--- src/logic/cam_pkg.sv ---
// Package for the content-addressable memory block: sizes, reset values,
// write timing and the structs that carry search, write and result groups.
// Assumes every user of it runs on the single block clock.
package cam_pkg;

  // Array shape
  localparam int CAM_WORDS  = 32;                // Entries held
  localparam int CAM_WIDTH  = 32;                // Bits per entry and per search key
  localparam int CAM_ADDR_W = 5;                 // Bits of an entry address
  localparam int CAM_LINES  = 16;                // Width of the unencoded result bus

  // Run-time write timing, in clock cycles from the taking edge
  localparam int CAM_WR_CYCLES    = 2;           // Plain write
  localparam int CAM_WR_CYCLES_DC = 3;           // Write carrying don't-care bits

  // Values after reset
  localparam logic [CAM_WIDTH-1:0]  CAM_ALL_CARE  = 32'hFFFF_FFFF; // Every bit compared
  localparam logic [CAM_LINES-1:0]  CAM_LINES_RST = 16'h0000;      // Result lines idle
  localparam logic [CAM_ADDR_W-1:0] CAM_ADDR_RST  = 5'h00;         // Encoded address idle

  // Unencoded result phases
  localparam logic CAM_PHASE_LOW  = 1'b0;        // Entries 0 to 15
  localparam logic CAM_PHASE_HIGH = 1'b1;        // Entries 16 to 31

  // Search request from the fabric
  typedef struct packed {
    logic                 valid;                 // Search this cycle
    logic                 unencoded;             // 1: per-entry match lines, 0: encoded address
    logic [CAM_WIDTH-1:0] key;                   // Pattern to look for
  } cam_search_t;

  // Write request from the fabric
  typedef struct packed {
    logic                  valid;                // Held high for the whole write
    logic [CAM_ADDR_W-1:0] addr;                 // Entry to write
    logic [CAM_WIDTH-1:0]  data;                 // New contents
    logic [CAM_WIDTH-1:0]  care;                 // 0 marks a don't-care bit
  } cam_write_t;

  // Search result to the fabric
  typedef struct packed {
    logic                  valid;                // Result present this cycle
    logic                  unencoded;            // Form of this result
    logic                  phase;                // Unencoded half shown
    logic                  found;                // At least one entry matched
    logic                  multi;                // More than one entry matched
    logic [CAM_ADDR_W-1:0] addr;                 // Encoded match address
    logic [CAM_LINES-1:0]  lines;                // Per-entry match lines of this half
  } cam_result_t;

endpackage

--- src/logic/cam_block.sv ---
// Content-addressable memory block: 32 entries of 32 bits with per-bit
// don't-care, one-cycle search, encoded or two-cycle unencoded results.
// Assumes search and write requests come from fabric logic on ref_clk.
//
// How it works
// - 32 entries of 32 bits, searched together
// - Don't-care bits never block a match
// - Encoded mode gives the matching entry address
// - Unencoded mode: 16 lines over two cycles
// - Duplicates flagged; encoded answer then unreliable
// - Preload at configuration or run-time writes
// - Write takes two cycles, three with don't-cares
`timescale 1ns/1ps

module cam_block import cam_pkg::*; #(
  parameter logic [CAM_WORDS*CAM_WIDTH-1:0] INIT_DATA = '0,  // Preloaded contents
  parameter logic [CAM_WORDS*CAM_WIDTH-1:0] INIT_CARE = '1   // Preloaded compare masks
) (
  input  wire logic        ref_clk,      // Block clock
  input  wire logic        rst_b,        // Asynchronous reset, active low
  input  wire cam_search_t search,       // Search request
  input  wire cam_write_t  write,        // Write request
  output logic             search_ready, // Search may be taken this cycle
  output cam_result_t      result,       // Search result
  output logic             write_busy,   // Write in progress
  output logic             write_done    // Write committed, one-cycle pulse
);

  // Write sequence states
  // Two steps for a plain write, a third only when some bit is don't-care
  typedef enum logic [1:0] {
    CAM_WR_IDLE,                         // Waiting for a request
    CAM_WR_DATA,                         // Second cycle: contents commit
    CAM_WR_MASK                          // Third cycle: don't-care mask commits
  } cam_wr_state_t;

  // Storage
  // Kept as flops rather than a RAM: every entry feeds its own comparator
  // each cycle, which a RAM with one read port could not do
  logic [CAM_WIDTH-1:0]  cam_data [CAM_WORDS];      // Entry contents
  logic [CAM_WIDTH-1:0]  cam_care [CAM_WORDS];      // 1 = bit compared
  logic [CAM_WIDTH-1:0]  next_cam_data [CAM_WORDS];
  logic [CAM_WIDTH-1:0]  next_cam_care [CAM_WORDS];

  // Write sequencer
  cam_wr_state_t         wr_state;                  // Current write step
  cam_wr_state_t         next_wr_state;
  logic [CAM_ADDR_W-1:0] wr_addr;                   // Latched entry
  logic [CAM_WIDTH-1:0]  wr_data;                   // Latched contents
  logic [CAM_WIDTH-1:0]  wr_care;                   // Latched mask
  logic [CAM_ADDR_W-1:0] next_wr_addr;
  logic [CAM_WIDTH-1:0]  next_wr_data;
  logic [CAM_WIDTH-1:0]  next_wr_care;
  logic                  next_write_busy;
  logic                  next_write_done;

  // Search path
  logic [CAM_WORDS-1:0]  match;                     // Live match vector
  logic [CAM_LINES-1:0]  hi_lines;                  // Held upper half for phase two
  logic                  pending;                   // Upper half still to show
  logic [CAM_LINES-1:0]  next_hi_lines;
  logic                  next_pending;
  logic                  next_search_ready;
  cam_result_t           next_result;

  // Lowest matching entry; the lowest wins so duplicates give a stable answer
  // Limitation: with duplicates only the lowest hit is named; fabric that may
  // hold duplicates should read the unencoded lines or watch the multi flag
  function automatic logic [CAM_ADDR_W-1:0] cam_first(input logic [CAM_WORDS-1:0] vec);
    logic [CAM_ADDR_W-1:0] idx;
    idx = CAM_ADDR_RST;
    for (int i = CAM_WORDS - 1; i >= 0; i--) begin
      if (vec[i]) begin
        idx = CAM_ADDR_W'(i);
      end
    end
    return idx;
  endfunction

  // Parallel compare of every entry
  // One comparator per entry, all in the same cycle; a search therefore sees
  // storage as it stood before the taking edge, never a write landing on it
  genvar g;
  generate
    for (g = 0; g < CAM_WORDS; g++) begin : gen_cmp
      // Masked-off bits drop out of the compare
      assign match[g] = ~|((cam_data[g] ^ search.key) & cam_care[g]);
    end
  endgenerate

  // Write sequencing and storage next values
  // The request is latched on the taking edge, so the writer may change
  // address and data afterwards; only valid has to stay up
  always_comb begin
    next_cam_data   = cam_data;
    next_cam_care   = cam_care;
    next_wr_state   = wr_state;
    next_wr_addr    = wr_addr;
    next_wr_data    = wr_data;
    next_wr_care    = wr_care;
    next_write_done = 1'b0;
    unique case (wr_state)
      CAM_WR_IDLE: begin
        // First cycle: latch the request
        if (write.valid) begin
          next_wr_addr  = write.addr;
          next_wr_data  = write.data;
          next_wr_care  = write.care;
          next_wr_state = CAM_WR_DATA;
        end
      end
      CAM_WR_DATA: begin
        // Dropping the request early abandons it; nothing is committed
        if (!write.valid) begin
          next_wr_state = CAM_WR_IDLE;
        end else if (wr_care == CAM_ALL_CARE) begin
          // Plain write finishes in its second cycle
          next_cam_data[wr_addr] = wr_data;
          next_cam_care[wr_addr] = CAM_ALL_CARE;
          next_write_done        = 1'b1;
          next_wr_state          = CAM_WR_IDLE;
        end else begin
          // Contents now; the mask takes a third cycle
          // Hazard: until the mask lands the entry compares every bit, so a
          // search in between may miss a word that matches once masked
          next_cam_data[wr_addr] = wr_data;
          next_cam_care[wr_addr] = CAM_ALL_CARE;
          next_wr_state          = CAM_WR_MASK;
        end
      end
      CAM_WR_MASK: begin
        // Mask lands only if the writer still holds the request
        if (write.valid) begin
          next_cam_care[wr_addr] = wr_care;
          next_write_done        = 1'b1;
        end
        next_wr_state = CAM_WR_IDLE;
      end
    endcase
    next_write_busy = (next_wr_state != CAM_WR_IDLE);
  end

  // Storage and write registers; reset loads the preload image
  // Trade-off: reset fans out to the whole array, but it gives a known
  // image at every reset without a separate load path
  always_ff @(posedge ref_clk or negedge rst_b) begin
    if (!rst_b) begin
      for (int i = 0; i < CAM_WORDS; i++) begin
        cam_data[i] <= INIT_DATA[i*CAM_WIDTH +: CAM_WIDTH];
        cam_care[i] <= INIT_CARE[i*CAM_WIDTH +: CAM_WIDTH];
      end
      wr_state   <= CAM_WR_IDLE;
      wr_addr    <= CAM_ADDR_RST;
      wr_data    <= '0;
      wr_care    <= CAM_ALL_CARE;
      write_busy <= 1'b0;
      write_done <= 1'b0;
    end else begin
      cam_data   <= next_cam_data;
      cam_care   <= next_cam_care;
      wr_state   <= next_wr_state;
      wr_addr    <= next_wr_addr;
      wr_data    <= next_wr_data;
      wr_care    <= next_wr_care;
      write_busy <= next_write_busy;
      write_done <= next_write_done;
    end
  end

  // Search result next values
  // The upper half is parked at the taking edge so that a write landing in
  // between cannot change what the second cycle reports
  always_comb begin
    next_result   = '0;
    next_hi_lines = hi_lines;
    next_pending  = 1'b0;
    if (pending) begin
      // Second unencoded cycle: entries 16 to 31
      next_result.valid     = 1'b1;
      next_result.unencoded = 1'b1;
      next_result.phase     = CAM_PHASE_HIGH;
      next_result.lines     = hi_lines;
    end else if (search.valid) begin
      next_result.valid     = 1'b1;
      next_result.unencoded = search.unencoded;
      next_result.found     = |match;
      // Several hits make the encoded address untrustworthy
      // Subtracting one clears the lowest hit; anything left is a second hit
      next_result.multi     = (match & (match - CAM_WORDS'(1))) != '0;
      if (search.unencoded) begin
        // First unencoded cycle: entries 0 to 15
        next_result.phase = CAM_PHASE_LOW;
        next_result.lines = match[CAM_LINES-1:0];
        next_hi_lines     = match[CAM_WORDS-1:CAM_LINES];
        next_pending      = 1'b1;
      end else begin
        // Encoded address of the matching entry
        next_result.addr = cam_first(match);
      end
    end
    // The bus is busy with the upper half, so hold off a new search
    next_search_ready = !next_pending;
  end

  // Search result registers
  // Every output leaves straight from a flop, so the fabric sees clock-to-out
  // only; the price is one cycle of search latency
  always_ff @(posedge ref_clk or negedge rst_b) begin
    if (!rst_b) begin
      result       <= '0;
      hi_lines     <= CAM_LINES_RST;
      pending      <= 1'b0;
      search_ready <= 1'b1;
    end else begin
      result       <= next_result;
      hi_lines     <= next_hi_lines;
      pending      <= next_pending;
      search_ready <= next_search_ready;
    end
  end

endmodule

--- config.mk ---
export PLATFORM = sky130hd
export DESIGN_NAME = cam_block
export DESIGN_NICKNAME = d
export VERILOG_FILES = /design/src/logic/cam_pkg.sv /design/src/logic/cam_block.sv
export SDC_FILE = /design/constraint.sdc
export NUM_CORES = 2
export LEC_CHECK = 0
export ABC_CLOCK_PERIOD_IN_PS = 3200
export BUFFER_PORTS_ARGS = -buffer_cell sky130_fd_sc_hd__clkbuf_2
export CORE_MARGIN = 5
export CORE_UTILIZATION = 40
export CTS_BUF_LIST = sky130_fd_sc_hd__clkbuf_16
export DETAILED_ROUTE_END_ITERATION = 12
export RECOVER_POWER = 25
export SLEW_MARGIN = 10
export SYNTH_ARGS = -nofsm -noshare
export SYNTH_HDL_FRONTEND = slang
export SYNTH_SLANG_ARGS = --single-unit
--- constraint.sdc ---
create_clock -name ref_clk -period 3.2 [get_ports ref_clk]
set_input_delay 0.32 -clock ref_clk [delete_from_list [all_inputs] [get_ports ref_clk]]
set_output_delay 0.32 -clock ref_clk [all_outputs]
set_load 0.01 [all_outputs]
==> flow_summary.json <==
{
  "status": "finished, violations left",
  "violations": "capacitance limit, slew limit",
  "synthAdderAreaFrac_pct": 0.0496,
  "synth-edff-count": 0,
  "final_area_sq_mm": 0.112,
  "max_freq_mhz": 316,
  "synth_compound_area_share_pct": 10.4,
  "final_cells": 11700,
  "clk_path_buf_depth": 3,
  "rsz0062_at_grt": "false",
  "drt-total-wl_um": 311000,
  "synth_cells": 7976,
  "antenna_found_initial": 16,
  "syn_nets": 8085,
  "drc": 0,
  "cts-root-buf": "clkbuf_16",
  "synth_area_sq_mm": 0.0959,
  "async_flop_share_pct": 100,
  "yosys-mux-area-fraction_pct": 12.8,
  "min_period_over_period_pct": 99.0,
  "first_iter_violations": 5610,
  "grt_pass1_vias": 67000,
  "p_leak_nw": 50.3,
  "avgViaCountPerCell": 5.54,
  "grt_use_total_pct": 24.7,
  "wire_per_inst_um": 26.6,
  "gp_congestion": 0.898,
  "yosys-top-cells-count": "dfrtp_1 (1108), mux2_2 (1093), dfstp_2 (1057), xor2_1 (1024), nor2_1 (646)",
  "synth-simple-area-share_pct": 6.31,
  "fin_crit_ns": 3.17,
  "clock_sinks": 2165,
  "slew_headroom_pct": -51.0,
  "die_x_um": 500,
  "placed_area_sq_mm": 0.104,
  "initial_core_util_pct": 40.2,
  "nNetsFinal": 8432,
  "synth_top_family_by_area": "multiplexers",
  "rows": 179,
  "finalClockSkew_ns": 0.0389,
  "hpwl_um": 205000,
  "io_pins": 135,
  "first_pass_iters": 6,
  "maxCapViolCount": 14,
  "clkLatencyLatePin_ns": 0.89,
  "coreArea_sq_mm": 0.238,
  "required_ns": 3.94,
  "synth_top_area_share_pct": 29.0,
  "worstReg2RegEnd": "result[21]",
  "dieArea_sq_mm": 0.250,
  "hold_viol": 0,
  "drive_above_1_share_pct": 38.5,
  "place_ws_ns": -1.07,
  "cp-endpoint": "result[21]",
  "vias": 64800,
  "worstPathMaxFanout": 2,
  "cts_tree": "yes",
  "area_growth_pct": 16.6,
  "htreeDepth": 4,
  "dp.cells": 11200,
  "yosysMostFrequentCell": "dfrtp_1",
  "r2r_slack_ns": 0.03,
  "crit_path_end_kind": "register",
  "synth_area_per_cell_sq_um": 12.0,
  "yosys_warnings": 0,
  "cts.clk_slew.worst_paths_ns": 0.06,
  "reg2reg_depth": 12,
  "startpoint": "cam_data[487]",
  "r2r-start": "cam_data[487]",
  "yosysTopAreaCell": "dfstp_2",
  "port_buffers": 134,
  "setup_viol": 0,
  "ir_worst_vdd_v": 0.000618,
  "fin_util_pct": 46.9,
  "synth_xor_area_share_pct": 9.36,
  "grt_first_pass_wirelength_um": 460000,
  "crit_arrival_ns": 3.90,
  "synthTopCellsByArea": "dfstp_2 (29%), dfrtp_1 (29%), mux2_2 (13%)",
  "ys_seq_area_share_pct": 57.9,
  "crit_type": "register to register",
  "detail-route-antenna-nets": 0,
  "ys_dominant_reg_cell": "dfrtp_1",
  "die_y_um": 500,
  "overflow": 0,
  "hp-class": "primary input to asynchronous set/reset pin",
  "grt_start_max_net_pins": 122,
  "layout_setup_ws_ns": 0.0323,
  "worst_slew_pin_slew_ns": 2.27,
  "synth_cell_types": 62,
  "ys_seq_elements": 2165,
  "worstSetupStartpointType": "register",
  "slew_viol_final": 812,
  "cts_buffers": 227,
  "p_per_area_mw_per_mm2": 983
}
-- per-layer routing --
layer	wire (um)	vias to the layer above	global-route usage [%]
met1	132000	34000	33.0
met3	16000	570	3.09
met4	14800	2	10.2
met2	148000	1944	40.8
met5	12	-	0
li1	-	28300	-
-- cell usage in the layout (no fill, tap or decap), types with 38 or more instances in the layout --
cell type / count
dfrtp_1: 1076
nor2_4: 38
nor2_1: 605
clkinv_2: 43
nand4_1: 137
dlygate4sd3_1: 74
dfstp_2: 1057
mux2_2: 1093
a22oi_1: 513
buf_12: 120
a22o_1: 108
xor2_1: 1023
nand2_1: 462
a21oi_1: 571
buf_4: 392
clkbuf_16: 228
clkbuf_2: 127
inv_1: 73
clkinv_1: 60
o21ai_0: 399
-- sequential cells by signal, indices dropped and copies added, names as in the netlist --
register,cells
cam_care,1024
hi_lines,16
result,26
write_busy,1
search_ready,1
wr_state,2
wr_addr,5
wr_care,32
cam_data,1024
wr_data,32
pending,1
write_done,1
-- layout make-up --
type	instances	area [sq um]
timing repair buffer	762	6950
clock inverter	204	1380
inverter	8	30.0
clock buffer	228	5710
tap	3167	3960
fill	21300	127000
antenna	3	7.51
multi-input combinational	5159	38200
sequential	2165	55500
-- worst max-delay path, cell delays in order, from the launching register on --
cell	delay [ns]
dfrtp_1	0.39
xor2_1	0.14
a22oi_1	0.13
nand4_1	0.34
nor4_2	0.09
buf_4	0.15
nor2_1	0.47
nand4_1	0.26
or4_4	0.50
buf_4	0.16
o32a_1	0.18
nor3_2	0.12
a31oi_1	0.11
-- cells by family (layout without fill, tap and decap cells) --
family	count (synthesis)	after routing
and+or+nand+nor	1408	1408
xor gates and xnor gates	1024	1024
AOI/OAI and AO/OA	1630	1630
DFF	2165	2165
buffers and inverters	652	1202
muxes	1093	1093
adders and majority gates	4	4
other	0	3
-- how the worst min path moves through the flow --
stage,to,cells past startpoint,start
finish,cam_data[725],2,rst_b
global route,cam_data[725],2,rst_b
CTS,cam_data[725],2,rst_b
detailed placement,cam_data[725],1,rst_b
global placement,cam_data[712],1,rst_b
floorplan,cam_data[0],0,rst_b
-- per-stage QoR --
step	hold slack [ns]	total power [mW]	setup TNS [ns]
CTS	0.0391	110	0
detailed placement	0.373	84.5	-4.68
global route	0.0299	115	0
finish	0.0467	110	0
global placement	0.375	83.3	-4.52
floorplan	0.0244	67.5	0
-- repair_timing --
action	in CTS	in global routing
endpoints found under the setup margin	4	4
hold endpoints to repair	400	0
gates resized for setup	7	14
setup buffers	0	1
hold buffers	74	0
pin swaps	4	17
-- power by group --
group | leakage, nW | internal [mW] | switching, mW | total [mW]
registers | 25.9 | 42.3 | 10.1 | 52.4
clock network | 3.72 | 14.0 | 11.4 | 25.3
logic | 20.7 | 14.9 | 17.2 | 32.1
total | 50.3 | 71.2 | 38.7 | 110
(Power assumes the default switching activity.)
